**src/dwdc_pkg.sv**
```systemverilog
`default_nettype none
package dwdc_pkg;

   // bus geometry
   localparam int unsigned ADDR_W      = 8;     // byte address width
   localparam int unsigned DATA_W      = 32;    // axi data width
   localparam int unsigned REG_W       = 8;     // live register width

   // register map (byte addresses)
   localparam logic [7:0] CTL_OFFS     = 8'hD8; // watchdog_counter_control
   localparam logic [7:0] STAT_OFFS    = 8'hDC; // watchdog status

   // reset values
   localparam logic [7:0] CTL_RESET    = 8'hFE; // counter all ones, act low
   localparam logic [6:0] CNT_RESET    = 7'h7F; // longest period

   // counter geometry
   localparam int unsigned CNT_W       = 7;     // 6 period bits plus sr
   localparam int unsigned PERIOD_BITS = 6;     // selectable period bits
   localparam int unsigned PERIODS     = 64;    // selectable periods
   localparam logic [6:0] CNT_TRIP     = 7'h40; // sr about to fall

   // timing, counted in oscillator (aclk) cycles
   localparam int unsigned STEP_CYCLES = 3072;   // shortest period
   localparam int unsigned LONG_CYCLES = STEP_CYCLES * PERIODS; // 196608

   // field positions
   localparam int unsigned CTL_ACT_BIT  = 0;    // activation bit
   localparam int unsigned CTL_SR_BIT   = 1;    // software_reset_bit
   localparam int unsigned STAT_STP_BIT = 0;    // counter frozen in stop
   localparam int unsigned STAT_ACT_BIT = 1;    // watchdog active

   // axi responses
   localparam logic [1:0] RESP_OKAY    = 2'h0;
   localparam logic [1:0] RESP_SLVERR  = 2'h2;

   // register image, msb first: period_count_bits period_count_bits, sr, act
   typedef struct packed {
      logic [5:0] period_count_bits; // [5] is t0 (counter lsb)
      logic       software_reset_bit;
      logic       act;
   } dwdc_ctl_t;

   // power mode of the counter
   typedef enum logic [0:0] {
      DWDC_RUN  = 1'b0,
      DWDC_STOP = 1'b1
   } dwdc_mode_t;

endpackage
`default_nettype wire

```
**src/dwdc_watchdog.sv**
```systemverilog
`timescale 1ns/100ps
`default_nettype none
module dwdc_watchdog #(
   parameter bit          HW_ACTIVATION = 1'b0, // hardware activation option
   parameter bit          EXT_STOP_CTRL = 1'b0, // external stop control
   parameter int unsigned STEP_CYCLES   = dwdc_pkg::STEP_CYCLES
)(
   input  wire logic                        aclk,
   input  wire logic                        aresetn,
   input  wire logic [dwdc_pkg::ADDR_W-1:0] s_axi_awaddr,
   input  wire logic                        s_axi_awvalid,
   output var  logic                        s_axi_awready,
   input  wire logic [dwdc_pkg::DATA_W-1:0] s_axi_wdata,
   input  wire logic [3:0]                  s_axi_wstrb,
   input  wire logic                        s_axi_wvalid,
   output var  logic                        s_axi_wready,
   output var  logic [1:0]                  s_axi_bresp,
   output var  logic                        s_axi_bvalid,
   input  wire logic                        s_axi_bready,
   input  wire logic [dwdc_pkg::ADDR_W-1:0] s_axi_araddr,
   input  wire logic                        s_axi_arvalid,
   output var  logic                        s_axi_arready,
   output var  logic [dwdc_pkg::DATA_W-1:0] s_axi_rdata,
   output var  logic [1:0]                  s_axi_rresp,
   output var  logic                        s_axi_rvalid,
   input  wire logic                        s_axi_rready,
   input  wire logic                        stop_req,
   input  wire logic                        nmi_pin,
   input  wire logic                        wake_irq,
   output var  logic                        wdg_reset,
   output var  logic                        stop_mode
);
   import dwdc_pkg::*;

   localparam int unsigned PRE_W = $clog2(STEP_CYCLES); // prescaler width
   localparam logic [PRE_W-1:0] PRE_LAST = PRE_W'(STEP_CYCLES - 1);

   // write channel holding
   logic [ADDR_W-1:0] aw_addr_q;   // captured write address
   logic              aw_have_q;   // write address held
   logic [REG_W-1:0]  w_data_q;    // captured low byte of write data
   logic              w_strb_q;    // low byte lane enabled
   logic              w_have_q;    // write data held
   logic              do_wr;       // both halves present, perform write
   logic              wr_ctl;      // write hits the control register
   logic              wr_ok;       // write hits a mapped register
   dwdc_ctl_t         wr_img;      // incoming control image

   // watchdog state
   logic [CNT_W-1:0]  cnt_q;       // physical counter, [6] is sr
   logic              act_q;       // activation bit
   logic [PRE_W-1:0]  pre_q;       // prescaler
   logic              tick;        // one counter step
   logic              act_set;     // software activation this cycle
   dwdc_mode_t        mode_q;      // run or frozen in stop
   dwdc_ctl_t         rd_img;      // outgoing control image

   // write decode
   assign do_wr  = aw_have_q && w_have_q && !s_axi_bvalid;
   assign wr_ok  = (aw_addr_q == CTL_OFFS) || (aw_addr_q == STAT_OFFS);
   assign wr_ctl = do_wr && w_strb_q && (aw_addr_q == CTL_OFFS);
   assign wr_img = dwdc_ctl_t'(w_data_q);
   assign act_set = wr_ctl && wr_img.act && !act_q;

   // register image: counter lsb sits at bit 7
   always_comb
   begin
      for (int i = 0; i < PERIOD_BITS; i++)
         rd_img.period_count_bits[PERIOD_BITS-1-i] = cnt_q[i];
      rd_img.software_reset_bit = cnt_q[CNT_W-1];
      rd_img.act                = act_q;
   end

   // write address channel
   always_ff @(posedge aclk)
   begin
      if (!aresetn)
      begin
         s_axi_awready <= 1'b0;
         aw_have_q     <= 1'b0;
         aw_addr_q     <= '0;
      end
      else if (s_axi_awvalid && s_axi_awready)
      begin
         // take address, hold until write performed
         s_axi_awready <= 1'b0;
         aw_have_q     <= 1'b1;
         aw_addr_q     <= s_axi_awaddr;
      end
      else if (do_wr)
      begin
         aw_have_q <= 1'b0;
      end
      else if (!aw_have_q && !s_axi_bvalid)
      begin
         s_axi_awready <= 1'b1;
      end
   end

   // write data channel
   always_ff @(posedge aclk)
   begin
      if (!aresetn)
      begin
         s_axi_wready <= 1'b0;
         w_have_q     <= 1'b0;
         w_data_q     <= '0;
         w_strb_q     <= 1'b0;
      end
      else if (s_axi_wvalid && s_axi_wready)
      begin
         // take data, only the low lane is live
         s_axi_wready <= 1'b0;
         w_have_q     <= 1'b1;
         w_data_q     <= s_axi_wdata[REG_W-1:0];
         w_strb_q     <= s_axi_wstrb[0];
      end
      else if (do_wr)
      begin
         w_have_q <= 1'b0;
      end
      else if (!w_have_q && !s_axi_bvalid)
      begin
         s_axi_wready <= 1'b1;
      end
   end

   // write response
   always_ff @(posedge aclk)
   begin
      if (!aresetn)
      begin
         s_axi_bvalid <= 1'b0;
         s_axi_bresp  <= RESP_OKAY;
      end
      else if (do_wr)
      begin
         s_axi_bvalid <= 1'b1;
         s_axi_bresp  <= wr_ok ? RESP_OKAY : RESP_SLVERR;
      end
      else if (s_axi_bready)
         s_axi_bvalid <= 1'b0;
   end

   // read channel: data registered at address handshake
   always_ff @(posedge aclk)
   begin
      if (!aresetn)
      begin
         s_axi_arready <= 1'b0;
         s_axi_rvalid  <= 1'b0;
         s_axi_rdata   <= '0;
         s_axi_rresp   <= RESP_OKAY;
      end
      else if (s_axi_arvalid && s_axi_arready)
      begin
         s_axi_arready <= 1'b0;
         s_axi_rvalid  <= 1'b1;
         s_axi_rresp   <= RESP_OKAY;
         s_axi_rdata   <= '0;
         case (s_axi_araddr)
            CTL_OFFS:
            begin
               s_axi_rdata[REG_W-1:0] <= rd_img;
            end
            STAT_OFFS:
            begin
               s_axi_rdata[STAT_STP_BIT] <= (mode_q == DWDC_STOP);
               s_axi_rdata[STAT_ACT_BIT] <= act_q;
            end
            default:
            begin
               s_axi_rresp <= RESP_SLVERR; // unmapped
            end
         endcase
      end
      else if (s_axi_rvalid && s_axi_rready)
         s_axi_rvalid <= 1'b0;
      else if (!s_axi_rvalid)
         s_axi_arready <= 1'b1;
   end

   // activation bit
   always_ff @(posedge aclk)
   begin
      if (!aresetn)
         act_q <= HW_ACTIVATION;
      else if (HW_ACTIVATION)
         act_q <= 1'b1;
      else if (act_set)
         act_q <= 1'b1;
   end

   // prescaler, restarted on reload and on activation
   assign tick = (pre_q == PRE_LAST) && (mode_q == DWDC_RUN);

   always_ff @(posedge aclk)
   begin
      if (!aresetn)
         pre_q <= '0;
      else if (wr_ctl || act_set)
         pre_q <= '0;
      else if (mode_q == DWDC_RUN)
         pre_q <= tick ? '0 : pre_q + 1'b1;
   end

   // downcounter, a reload wins over a step
   always_ff @(posedge aclk)
   begin
      if (!aresetn)
         cnt_q <= CNT_RESET;
      else if (wr_ctl)
      begin
         // reload from reversed register image
         for (int i = 0; i < PERIOD_BITS; i++)
            cnt_q[i] <= wr_img.period_count_bits[PERIOD_BITS-1-i];
         cnt_q[CNT_W-1] <= wr_img.software_reset_bit;
      end
      else if (tick)
         cnt_q <= cnt_q - 1'b1;
   end

   // chip reset pulse; a reload in the trip cycle postpones it
   always_ff @(posedge aclk)
   begin
      if (!aresetn)
         wdg_reset <= 1'b0;
      else
         wdg_reset <= (wr_ctl && !wr_img.software_reset_bit)
                   || (tick && !wr_ctl && act_q
                       && cnt_q == CNT_TRIP);
   end

   // stop handling
   always_ff @(posedge aclk)
   begin
      if (!aresetn)
      begin
         mode_q    <= DWDC_RUN;
         stop_mode <= 1'b0;
      end
      else
      begin
         case (mode_q)
            DWDC_RUN:
            begin
               // disabled watchdog or nmi high with external control
               if (stop_req && (!act_q || (EXT_STOP_CTRL && nmi_pin)))
               begin
                  mode_q    <= DWDC_STOP;
                  stop_mode <= 1'b1;
               end
               // otherwise the request is a wait: keep counting
            end
            DWDC_STOP:
            begin
               if (wake_irq)
               begin
                  mode_q    <= DWDC_RUN;
                  stop_mode <= 1'b0;
               end
            end
            default:
            begin
               mode_q    <= DWDC_RUN;
               stop_mode <= 1'b0;
            end
         endcase
      end
   end
endmodule
`default_nettype wire

```
**config.mk**
```make
export PLATFORM = sky130hd
export DESIGN_NAME = dwdc_watchdog
export DESIGN_NICKNAME = d
export VERILOG_FILES = /design/src/dwdc_pkg.sv /design/src/dwdc_watchdog.sv
export SDC_FILE = /design/constraint.sdc
export NUM_CORES = 1
export LEC_CHECK = 0
export BUFFER_PORTS_ARGS = -buffer_cell sky130_fd_sc_hd__buf_2
export CAP_MARGIN = 25
export CORE_ASPECT_RATIO = 0.9
export CORE_UTILIZATION = 49
export CTS_BUF_LIST = sky130_fd_sc_hd__clkbuf_16
export CTS_CLUSTER_DIAMETER = 30
export DETAILED_ROUTE_END_ITERATION = 10
export PLACE_DENSITY = 0.85
export SYNTH_ARGS = -nofsm -noshare
export SYNTH_HDL_FRONTEND = slang
export SYNTH_SLANG_ARGS = --single-unit
```
**constraint.sdc**
```tcl
create_clock -name aclk -period 1.99 [get_ports aclk]
set_input_delay 0.398 -clock aclk [delete_from_list [all_inputs] [get_ports aclk]]
set_output_delay 0.398 -clock aclk [all_outputs]
set_load 0.02 [all_outputs]
```
; ---- After elaboration in Yosys (flattened, before gate mapping)
; Cells that the tools add are included.
[totals]
input_bits = 62
reg_bits = 59
output_inout_bits = 43
[classes]
muxes = 20
n_reduce_logical = 41
n_eq_ne = 8
bitwise = 5
add_sub_neg = 2
[ops]
columns = op, count
row1 = "equality test 8 bit, second input constant", 4
row2 = logical AND 1 bit, 18
row3 = 2-to-1 mux 7 bit, 2
row4 = "adder 12 x 1 -> 12 bit, second input constant", 1
row5 = "equality test 12 bit, second input constant", 1
row6 = 2-to-1 mux 12 bit, 1
row7 = 2-to-1 mux 1 bit, 11
row8 = nonzero test 2 bit, 5
row9 = OR reduction 2 bit, 5
row10 = AND reduction 2 bit, 4
row11 = "equality test 7 bit, second input constant", 1
row12 = "subtractor 7 x 1 -> 7 bit, second input constant", 1
row13 = logical NOT 1 bit, 6
row14 = 2-to-1 mux 6 bit, 1
row15 = NOT 1 bit, 5
row16 = 2-to-1 mux 2 bit, 2
row17 = one-hot mux 1 bit (2 select lines), 2
row18 = one-hot mux 2 bit (2 select lines), 1
row19 = logical OR 1 bit, 3
row20 = "inequality test 2 x 1 -> 1 bit, second input constant", 1
row21 = "inequality test 2 bit, second input constant", 1

; ---- Logic depth before layout (Yosys ltp)
; Gate-level depths: netlist (run 1).
[depth]
word_depth = 9
depth_mapped = 6
ltp_nobuf = 6

; ---- Worst setup path before layout (run 1)
; Ideal clock, no wire load.
[synth_path]
kind = reg-to-reg
start = register s_axi_bvalid
end = register cnt_q[6]
synth_period_minus_slack_ns = 1.574
slack_ns = 0.416
required_ns = 1.874
stages_incl_launch_ff = 6
arrival_time_ns = 1.458
setup_time_ns = 0.116
path_cell_list = dfxtp_1 nand3b_1 and4b_1 buf_2 a2111oi_1 and3b_1
[synth_between]
elab_chain_len = 5
word_cells_on_any_way = 6
cone_classes = mux (1) / reduce/logical (5)
[synth_lines]
columns = element, line
row1 = "start, declared", dwdc_watchdog.sv:18  ; output var logic s_axi_bvalid,
row2 = "start signal, assigned", dwdc_watchdog.sv:133  ; s_axi_bvalid <= 1'b0;
row3 = "start signal, assigned", dwdc_watchdog.sv:138  ; s_axi_bvalid <= 1'b1;
row4 = "start signal, assigned", dwdc_watchdog.sv:142  ; s_axi_bvalid <= 1'b0;
row5 = logical NOT 1 bit *, dwdc_watchdog.sv:59  ; assign do_wr = aw_have_q && w_have_q && !s_axi_bvalid;
row6 = logical AND 1 bit *, dwdc_watchdog.sv:59
row7 = logical AND 1 bit * (2 in a row), dwdc_watchdog.sv:61  ; assign wr_ctl = do_wr && w_strb_q && (aw_addr_q == CTL_OFFS);
row8 = 2-to-1 mux 7 bit or nonzero test 2 bit (tied branches), -
row9 = "end signal, assigned by index", dwdc_watchdog.sv:216  ; cnt_q[i] <= wr_img.period_count_bits[PERIOD_BITS-1-i];
row10 = "end signal, assigned by index", dwdc_watchdog.sv:217  ; cnt_q[CNT_W-1] <= wr_img.software_reset_bit;
row11 = "end signal, assigned", dwdc_watchdog.sv:220  ; cnt_q <= cnt_q - 1'b1;
row12 = "end, declared", dwdc_watchdog.sv:50  ; logic [CNT_W-1:0] cnt_q;
; Every way passes the cells marked *; elsewhere a longest branch is shown, timed or not.
; A chain may end at the register's enable or synchronous reset.

; ---- Worst setup path after layout (run 1)
[layout_path]
start = register pre_q[0]
end = register cnt_q[1]
[layout_between]
elab_chain_len = 3
[layout_lines]
columns = element, line
row1 = "start, declared", dwdc_watchdog.sv:52  ; logic [PRE_W-1:0] pre_q;
row2 = "start signal, assigned", dwdc_watchdog.sv:204  ; pre_q <= tick ? '0 : pre_q + 1'b1;
row3 = equality test 12 bit, dwdc_watchdog.sv:195  ; assign tick = (pre_q == PRE_LAST) && (mode_q == DWDC_RUN);
row4 = logical AND 1 bit, dwdc_watchdog.sv:195
row5 = nonzero test 2 bit (no source line), -
; Every way passes these cells.

==> results of run 1 <==
power by group through the flow:
| stage | Sequential [mW] | Clock, mW | Combinational, mW |
|---|---|---|---|
| after global routing | 1.23 | 1.38 | 0.250 |
| after detailed placement | 1.25 | 0 | 0.221 |
| after floorplan | 1.25 | 0 | 0.187 |
| final | 1.22 | 1.30 | 0.222 |
| after CTS | 1.22 | 1.32 | 0.222 |
| after global placement | 1.24 | 0 | 0.216 |
layer usage:
| layer | vias to the layer above | global-route usage |
|---|---|---|
| li1 | 1160 | - |
| met1 | 1055 | 0.2451 |
| met2 | 108 | 0.3249 |
| met3 | 10 | 0.09182 |
| met4 | 0 | 0.09524 |
| met5 | - | 0 |
cells by family (layout without fill, tap and decap cells):
kind of cell	after synthesis	count (layout)	share of synthesized area
and+or+nand+nor	130	130	0.2747
adders and majority gates	3	3	0.01385
other	1	26	0.001384
xor gates and xnor gates	9	9	0.02908
DFF	57	57	0.4211
muxes	3	3	0.01154
buffers and inverters	47	79	0.1025
AOI/OAI and AO/OA	65	65	0.1459
registers in the layout, indices dropped and copies added, names as in the netlist, 7 cells and up:
name / count
cnt_q: 7
pre_q: 12
aw_addr_q: 8
s_axi_rdata: 8
w_data_q: 8
worst max-delay path: stages (launching register included):
cell and delay (ns):
dfxtp_1 0.37, ha_1 0.22, and3b_1 0.39, nand4_2 0.25, mux2_1 0.37, o21ai_1 0.10
cell type report:
type / instances / area share
Clock buffer: 9 / 0.07095
Tap cell: 67 / 0.02641
Clock inverter: 7 / 0.009066
Inverter: 10 / 0.01183
Sequential cell: 57 / 0.3595
Multi-Input combinational cell: 236 / 0.4363
Timing Repair Buffer: 53 / 0.08593
per-stage QoR:
stage | instances | setup slack, ns | power, mW
after detailed placement | 423 | 0.2553 | 1.467
after global placement | 423 | 0.3075 | 1.458
after global routing | 439 | 0.1153 | 2.859
final | 439 | 0.2321 | 2.744
after CTS | 439 | 0.2352 | 2.766
after floorplan | 340 | 0.4163 | 1.433
placed cells by master (no fill, tap or decap), types with 8 or more instances in the layout:
master     count
inv_1         11
clkbuf_16      9
o21ai_0        8
a21oi_1       34
nand2_1       40
nand3_1       14
nor2_1        19
conb_1        26
dfxtp_1       57
buf_2         50
worst paths after layout:
kind / cells past startpoint / slack (ns) / to
worst max-delay path: 5 / 0.23 / cnt_q[1]
worst min-delay path: 3 / 0.31 / w_data_q[4]
worst max register to register: 5 / 0.23 / cnt_q[1]
worst min register to register: 2 / 0.45 / s_axi_rdata[1]
==> impl_metrics.env, run 1 <==
export IMPL_outcome="finished, final reports clean"
export IMPL_wirelength_microns=5547
export IMPL_stdcell_area_sq_mm=0.003174
export IMPL_port_buffers=50
export IMPL_area_growth_pct=17.13
export IMPL_synth_edf_count=0
export IMPL_comb_power_share=0.081
export IMPL_synth_ff_type="dfxtp_1"
export IMPL_htreeDepth=3
export IMPL_drt_vias_per_instance=5.314
export IMPL_clockBufferDepth=2
export IMPL_synth_async_reset_ratio=0
export IMPL_netlist_top_cells_count="57 x dfxtp_1, 40 x nand2_1, 34 x a21oi_1"
export IMPL_syn_area_sq_mm=0.002710
export IMPL_cts_buffers=9
export IMPL_grt_pass1_wl_microns=9032
export IMPL_setup_worst_path_start="pre_q[0]"
export IMPL_ioPinCount=105
export IMPL_dr_pass1_iters=5
export IMPL_maxSlewViolCount=0
export IMPL_track_usage=0.2078
export IMPL_met2_length_microns=2498
export IMPL_cts_resized=0
export IMPL_tns_ns=0
export IMPL_critPathKind="reg -> reg"
export IMPL_synth_distinct_cells=57
export IMPL_fin_util=0.6005
export IMPL_gp_congestion=0.8636
export IMPL_fin_skew_ns=0.006327
export IMPL_path_clk_slew_ns=0.05
export IMPL_critical_path_reg2reg_startpoint="pre_q[0]"
export IMPL_cts_setup_buffers=0
export IMPL_yosysMostFrequentCell="dfxtp_1"
export IMPL_overflow=0
export IMPL_grt_max_degree=28
export IMPL_cts_sinks=57
export IMPL_dr_total_vias=2333
export IMPL_ir_drop_uv=616.3
export IMPL_finalCritPeriodShare=0.8834
export IMPL_yosys_area_top_type_share=0.4211
export IMPL_synth_seq_cells=57
export IMPL_die_height_microns=72.56
export IMPL_drc=0
export IMPL_cp_max_fo=9
export IMPL_multiInputGateArea_sq_mm=0.001385
export IMPL_grt_pass1_vias=2068
export IMPL_p_leak_nw=1.343
export IMPL_rsz0062_at_grt="no"
export IMPL_met1_length_microns=2510
export IMPL_coreArea_sq_mm=0.005286
export IMPL_antenna_found_initial=0
export IMPL_timing_final_hold_violations=0
export IMPL_cap_viol_max_count=0
export IMPL_wire_per_inst_microns=12.64
export IMPL_initial_utilization=0.5127
export IMPL_dp_hpwl_microns=3940
export IMPL_powerDensity_mw_per_mm2=864.3
export IMPL_hp_class="in -> reg"
export IMPL_synth_yosys_seq_area_share=0.4211
export IMPL_worstSkewPairLatency_ns=0.32
export IMPL_cts_tree="built"
export IMPL_holdBufCountCts=0
export IMPL_dr_wl_met3_microns=451
export IMPL_yosys_area_top_type="dfxtp_1"
export IMPL_row_count=25
export IMPL_ff_latch_area_sq_mm=0.001141
export IMPL_clk_root_buffer_cell="clkbuf_16"
export IMPL_startpoint_type="register"
export IMPL_fillers=449
export IMPL_hold_slack_ns=0.3116
export IMPL_syn_inst=315
export IMPL_swShare=0.2438
export IMPL_first_iter_violations=142
export IMPL_setup_violations=0
export IMPL_power_frac_clock=0.473
export IMPL_synth_avg_cell_area_sq_um=8.603
export IMPL_routed_top_layer="met4"
export IMPL_ys_warn_count=0
export IMPL_worstPathRequired_ns=2.25
export IMPL_dpl_cell_area_sq_mm=0.002920
export IMPL_synthTopCellsByArea="dfxtp_1 42%, buf_4 7.2%, a21oi_1 6.3%, nand2_1 5.5%, nor2_1 2.6%"
export IMPL_die_w_microns=80.39
export IMPL_postRouteAntennaNets=0
export IMPL_p_switching_mw=0.6688
export IMPL_timing_critical_path_to_type="register"
export IMPL_die_area_sq_mm=0.005833
export IMPL_arrival_ns=2.02
export IMPL_min_period_ns=1.758
export IMPL_p_int_mw=2.075
export IMPL_diodes=0
export IMPL_p_seq_frac=0.446
export IMPL_drive_gt1_frac=0.2043
export IMPL_fmax_ghz=0.5689
export IMPL_final_nets=432
export IMPL_min_from="s_axi_wdata[4]"
Power figures use the tool's default switching activity.
==> run 2: changes to the inputs <==
Settings changed: ABC_AREA set to 1, CORE_UTILIZATION 49 to 50.
==> impl_metrics.env, run 2 <==
export IMPL_outcome="finished, final reports clean"
export IMPL_drc=0
export IMPL_holdBufCountCts=0
export IMPL_path_buf_inv=0
export IMPL_critical_path_reg2reg_startpoint="pre_q[0]"
export IMPL_clk_root_buffer_cell="clkbuf_16"
export IMPL_synthTopCellsByArea="dfxtp_1 38%, nand2_1 8.9%, buf_4 6.6%, nor2_1 6.1%, nand3_1 5.4%"
export IMPL_whs_endpoint="s_axi_rvalid"
export IMPL_fillers=507
export IMPL_ir_drop_uv=821.5
export IMPL_critPathKind="reg -> reg"
export IMPL_cp_max_fo=4
export IMPL_first_iter_violations=120
export IMPL_dpl_cell_area_sq_mm=0.003182
export IMPL_clockBufferDepth=2
export IMPL_dr_pass1_iters=4
export IMPL_fin_util=0.6079
export IMPL_fin_skew_ns=0.008363
export IMPL_syn_inst=389
export IMPL_wire_per_inst_microns=11.39
export IMPL_dp_hpwl_microns=4316
export IMPL_worstPathRequired_ns=2.20
export IMPL_die_height_microns=75.09
export IMPL_final_nets=509
export IMPL_r2r_cells=6
export IMPL_timing_rr_end="pre_q[10]"
export IMPL_min_period_ns=1.555
export IMPL_synth_xor_area_frac=0.01476
export IMPL_synthSimpleGateAreaFrac=0.3600
export IMPL_cap_viol_max_count=0
export IMPL_p_int_mw=2.220
export IMPL_synth_top_family_by_area="simple AND/OR/NAND/NOR gates"
export IMPL_area_growth_pct=16.61
export IMPL_yosys_area_top_type_share=0.3845
export IMPL_synth_distinct_cells=35
export IMPL_final_common_cell="nand2_1"
export IMPL_drive_gt1_frac=0.2294
export IMPL_coreArea_sq_mm=0.005693
export IMPL_powerDensity_mw_per_mm2=843.0
export IMPL_ioPinCount=105
export IMPL_postRouteAntennaNets=0
export IMPL_cts_setup_buffers=0
export IMPL_dr_total_vias=2580
export IMPL_worstHoldPathCells=2
export IMPL_finalCritPeriodShare=0.7816
export IMPL_stdcell_area_sq_mm=0.003461
export IMPL_timing_final_hold_violations=0
export IMPL_min_from="s_axi_rready"
export IMPL_critPathTopFamily="simple AND/OR/NAND/NOR gates"
export IMPL_startpoint_type="register"
export IMPL_p_seq_frac=0.423
export IMPL_synth_adder_area_share=0.01265
export IMPL_crit_chain="ha_1 > nand2_4 > nor2_1 > nand4_1 > o21ai_1 > nor2_2"
export IMPL_p_switching_mw=0.6968
export IMPL_synth_async_reset_ratio=0
export IMPL_path_clk_slew_ns=0.05
export IMPL_r2r_slack_ns=0.43
export IMPL_synth_compound_area_share=0.09486
export IMPL_worstSkewPairLatency_ns=0.32
export IMPL_comb_power_share=0.091
export IMPL_diodes=0
export IMPL_synth_edf_count=0
export IMPL_swShare=0.2389
export IMPL_fmax_ghz=0.6429
export IMPL_cts_tree="built"
export IMPL_wirelength_microns=5912
export IMPL_netlist_top_cells_count="70 x nand2_1, 57 x dfxtp_1, 48 x nor2_1"
export IMPL_yosysMostFrequentCell="nand2_1"
export IMPL_grt_max_degree=22
export IMPL_synthMuxAreaShare=0
export IMPL_timing_critical_path_to_type="register"
export IMPL_port_buffers=50
export IMPL_layout_common_cells="70 x nand2_1, 57 x dfxtp_1, 50 x buf_2"
export IMPL_cts_resized=0
export IMPL_synth_ff_type="dfxtp_1"
export IMPL_drt_vias_per_instance=4.971
export IMPL_regMostFlops="pre_q"
export IMPL_row_count=26
export IMPL_ys_warn_count=0
export IMPL_tns_ns=0
export IMPL_antenna_found_initial=0
export IMPL_overflow=0
export IMPL_htreeDepth=3
export IMPL_critPathSlowestCell="dfxtp_1"
export IMPL_gp_congestion=0.8143
export IMPL_synth_avg_cell_area_sq_um=7.629
export IMPL_p_leak_nw=1.739
export IMPL_yosys_area_top_type="dfxtp_1"
export IMPL_max_stage_delay_ns=0.41
export IMPL_grt_pass1_wl_microns=10250
export IMPL_hp_class="in -> reg"
export IMPL_initial_utilization=0.5213
export IMPL_track_usage=0.2095
export IMPL_arrival_ns=1.76
export IMPL_cts_sinks=57
export IMPL_synth_yosys_seq_area_share=0.3845
export IMPL_cts_buffers=9
export IMPL_syn_area_sq_mm=0.002968
export IMPL_setup_violations=0
export IMPL_synth_seq_cells=57
export IMPL_die_w_microns=83.21
export IMPL_grt_pass1_vias=2401
export IMPL_largest_reg_flops=12
export IMPL_power_frac_clock=0.486
export IMPL_maxSlewViolCount=0
export IMPL_die_area_sq_mm=0.006248
export IMPL_rsz0062_at_grt="no"
export IMPL_hold_slack_ns=0.2766
==> run 2: cell count changes in the layout (fill, tap and decap cells not counted), sizes merged, moves of 8 or more <==
| cell | previous run | this run |
|---|---|---|
| nand4 | 4 | 12 |
| nor2 | 19 | 63 |
| inv | 11 | 41 |
| nand3 | 14 | 37 |
| nand2 | 41 | 79 |
| a21oi | 35 | 14 |
| o21ai | 12 | 28 |
==> run 2: routing by layer <==
metal | up-vias | track usage | wire length, microns
li1 | 1321 | - | -
met3 | 8 | 0.07018 | 426
met5 | - | 0 | 0
met2 | 98 | 0.3843 | 2883
met1 | 1153 | 0.2305 | 2524
met4 | 0 | 0.07854 | 77
==> run 2: power by group through the flow <==
stage	sequential (mW)	clock (mW)	combinational [mW]
6_report	1.23	1.42	0.266
5_1_grt	1.24	1.50	0.299
4_1_cts	1.23	1.44	0.267
3_5_place_dp	1.26	0	0.265
3_3_place_gp	1.25	0	0.257
2_1_floorplan	1.26	0	0.217
==> run 2: worst max path at each step <==
stage                     cells past startpoint  slack, ns      from             end
final                                         6       0.43  pre_q[0]       pre_q[10]
after global routing                          6       0.32  pre_q[0]       pre_q[10]
after CTS                                     6       0.44  pre_q[0]       pre_q[10]
after detailed placement                      6       0.46  pre_q[0]       pre_q[10]
after global placement                        5       0.53   aresetn  s_axi_rdata[2]
after floorplan                               8       0.66  pre_q[0]       pre_q[10]
==> run 2: final cells by class <==
type	count	area [sq um]	share of cell area
Sequential cell	57	1141	0.3297
Multi-Input combinational cell	283	1529	0.4418
Clock buffer	9	225.2	0.06508
Inverter	41	158.9	0.04591
Timing Repair Buffer	52	265.3	0.07664
Tap cell	70	87.58	0.02531
Clock inverter	7	53.80	0.01555
==> run 2: cell families (layout without fill, tap and decap cells) <==
kind of cell / Yosys count / count (layout)
AO/OA/AOI/OAI: 51 / 51
AND/OR/NAND/NOR: 198 / 198
other: 1 / 26
flip-flops: 57 / 57
buffers and inverters: 74 / 109
adder cells (fa/ha/maj): 3 / 3
XOR/XNOR: 5 / 5
==> run 2: metrics by stage <==
step	std cells	worst slack [ns]	power, mW
4_1_cts	519	0.4432	2.943
3_5_place_dp	503	0.4644	1.520
5_1_grt	519	0.3196	3.036
6_report	519	0.4346	2.917
3_3_place_gp	503	0.5264	1.510
2_1_floorplan	414	0.6586	1.479
==> run 3: changes to the inputs <==
Settings changed: CORE_UTILIZATION 50 to 45, PLACE_DENSITY 0.85 to 0.81.
Clock period 1.99 ns to 1.25 ns, I/O delays scaled along.
==> impl_metrics.env, run 3 (synthesis results as in run 2) <==
export IMPL_grt_pass1_vias=2505
export IMPL_dr_pass1_iters=4
export IMPL_clk_root_buffer_cell="clkbuf_16"
export IMPL_postRouteAntennaNets=0
export IMPL_tns_ns=-0.1142
export IMPL_cts_tree="built"
export IMPL_port_buffers=50
export IMPL_track_usage=0.2143
export IMPL_largest_reg_flops=12
export IMPL_final_common_cell="nand2_1"
export IMPL_fin_skew_ns=0.006134
export IMPL_cap_viol_max_count=0
export IMPL_gp_congestion=0.8454
export IMPL_rsz0062_at_grt="yes"
export IMPL_overflow=0
export IMPL_timing_final_hold_violations=0
export IMPL_timing_critical_path_to_type="register"
export IMPL_cts_buffers=9
export IMPL_wire_per_inst_microns=12.25
export IMPL_startpoint_type="register"
export IMPL_die_height_microns=79.05
export IMPL_worstSkewPairLatency_ns=0.33
export IMPL_dp_cells=548
export IMPL_grt_pass1_wl_microns=11300
export IMPL_final_nets=540
export IMPL_holdBufCountCts=0
export IMPL_final_cells=567
export IMPL_layout_common_cells="63 x nand2_1, 50 x dfxtp_1, 50 x buf_2"
export IMPL_dp_hpwl_microns=4792
export IMPL_powerDensity_mw_per_mm2=1247
export IMPL_grt_max_degree=26
export IMPL_ioPinCount=105
export IMPL_arrival_ns=1.49
export IMPL_cts_sinks=57
export IMPL_hp_class="in -> reg"
export IMPL_wirelength_microns=6947
export IMPL_setup_ws_ns=-0.02041
export IMPL_diodes=0
export IMPL_die_area_sq_mm=0.006925
export IMPL_p_total_mw=4.747
export IMPL_violations="negative setup slack"
export IMPL_regMostFlops="pre_q"
export IMPL_initial_utilization=0.4749
export IMPL_row_count=27
export IMPL_p_leak_nw=1.877
export IMPL_setup_violations=10
export IMPL_finalCritPeriodShare=1.016
export IMPL_path_clk_slew_ns=0.05
export IMPL_coreArea_sq_mm=0.006250
export IMPL_die_w_microns=87.61
export IMPL_dr_total_vias=2747
export IMPL_outcome="finished with violations"
export IMPL_htreeDepth=3
export IMPL_drt_vias_per_instance=4.845
export IMPL_worstPathRequired_ns=1.47
export IMPL_first_iter_violations=130
export IMPL_min_period_ns=1.270
export IMPL_ir_drop_uv=735.4
export IMPL_drc=0
export IMPL_cp_max_fo=6
export IMPL_fmax_ghz=0.7871
export IMPL_antenna_found_initial=0
export IMPL_drive_gt1_frac=0.3417
export IMPL_critPathKind="reg -> reg"
export IMPL_maxSlewViolCount=0
export IMPL_area_growth_pct=28.25
export IMPL_clockBufferDepth=2
-- run 3: changes by cell type in the layout (fill, tap and decap cells not counted), sizes merged --
cell / change
buf: +30
bufinv: -1
clkinv: -3
clkinvlp: +3
inv: +1
nand3: +1
-- run 3: cell type report --
| cell class | count | area, sq um |
|---|---|---|
| clock inverter | 7 | 53.80 |
| sequential | 57 | 1150 |
| timing repair buffer | 82 | 501.7 |
| multi-input combinational | 284 | 1608 |
| inverter | 41 | 158.9 |
| clock buffer | 9 | 225.2 |
| fill | 545 | 2444 |
| tap | 87 | 108.9 |
-- run 3: worst max-delay path, cell delays in order (launching register included) --
cell and delay, ns:
dfxtp_2 0.35, ha_4 0.15, nand2_4 0.06, nor2_8 0.12, nand3_4 0.10, nor2_8 0.14
inv_4 0.06, nand3_4 0.11, nor2_2 0.05
-- run 3: where the power goes --
part / switching [mW] / internal (mW)
clock network: 0.922 / 1.35
registers: 0.0603 / 1.90
logic: 0.321 / 0.188
total: 1.30 / 3.44
-- run 3: final timing paths --
check	depth (start not counted)	slack [ns]	endpoint	from
max	8	-0.02	pre_q[11]	pre_q[1]
min	2	0.12	s_axi_rvalid	s_axi_rready
max reg2reg	8	-0.02	pre_q[11]	pre_q[1]
min reg2reg	2	0.45	stop_mode	stop_mode
-- run 3: layer usage --
metal | up-vias | track usage | part of all wire
met3 | 8 | 0.06757 | 0.051
met4 | 0 | 0.09180 | 0.012
met2 | 93 | 0.3523 | 0.49
met1 | 1258 | 0.2565 | 0.45
met5 | - | 0 | 0
li1 | 1388 | - | -
-- run 3: what timing repair did --
item                                    CTS  global route
resized for setup                         2            27
buffers inserted                          0             2
cloned                                    1             0
endpoints found under the setup margin   16            26
pin swaps                                 2            12
-- run 3: stage by stage --
stage,utilization,hold slack (ns),setup slack (ns),area (sq um)
after floorplan,-,0.3544,0.02124,3078
after global placement,0.5487,0.4361,0.01127,3430
after detailed placement,0.5487,0.4400,-0.03638,3430
after CTS,0.5962,0.1067,-0.03064,3726
after global routing,0.6090,0.1054,-0.1029,3806
final,0.6090,0.1150,-0.02041,3806
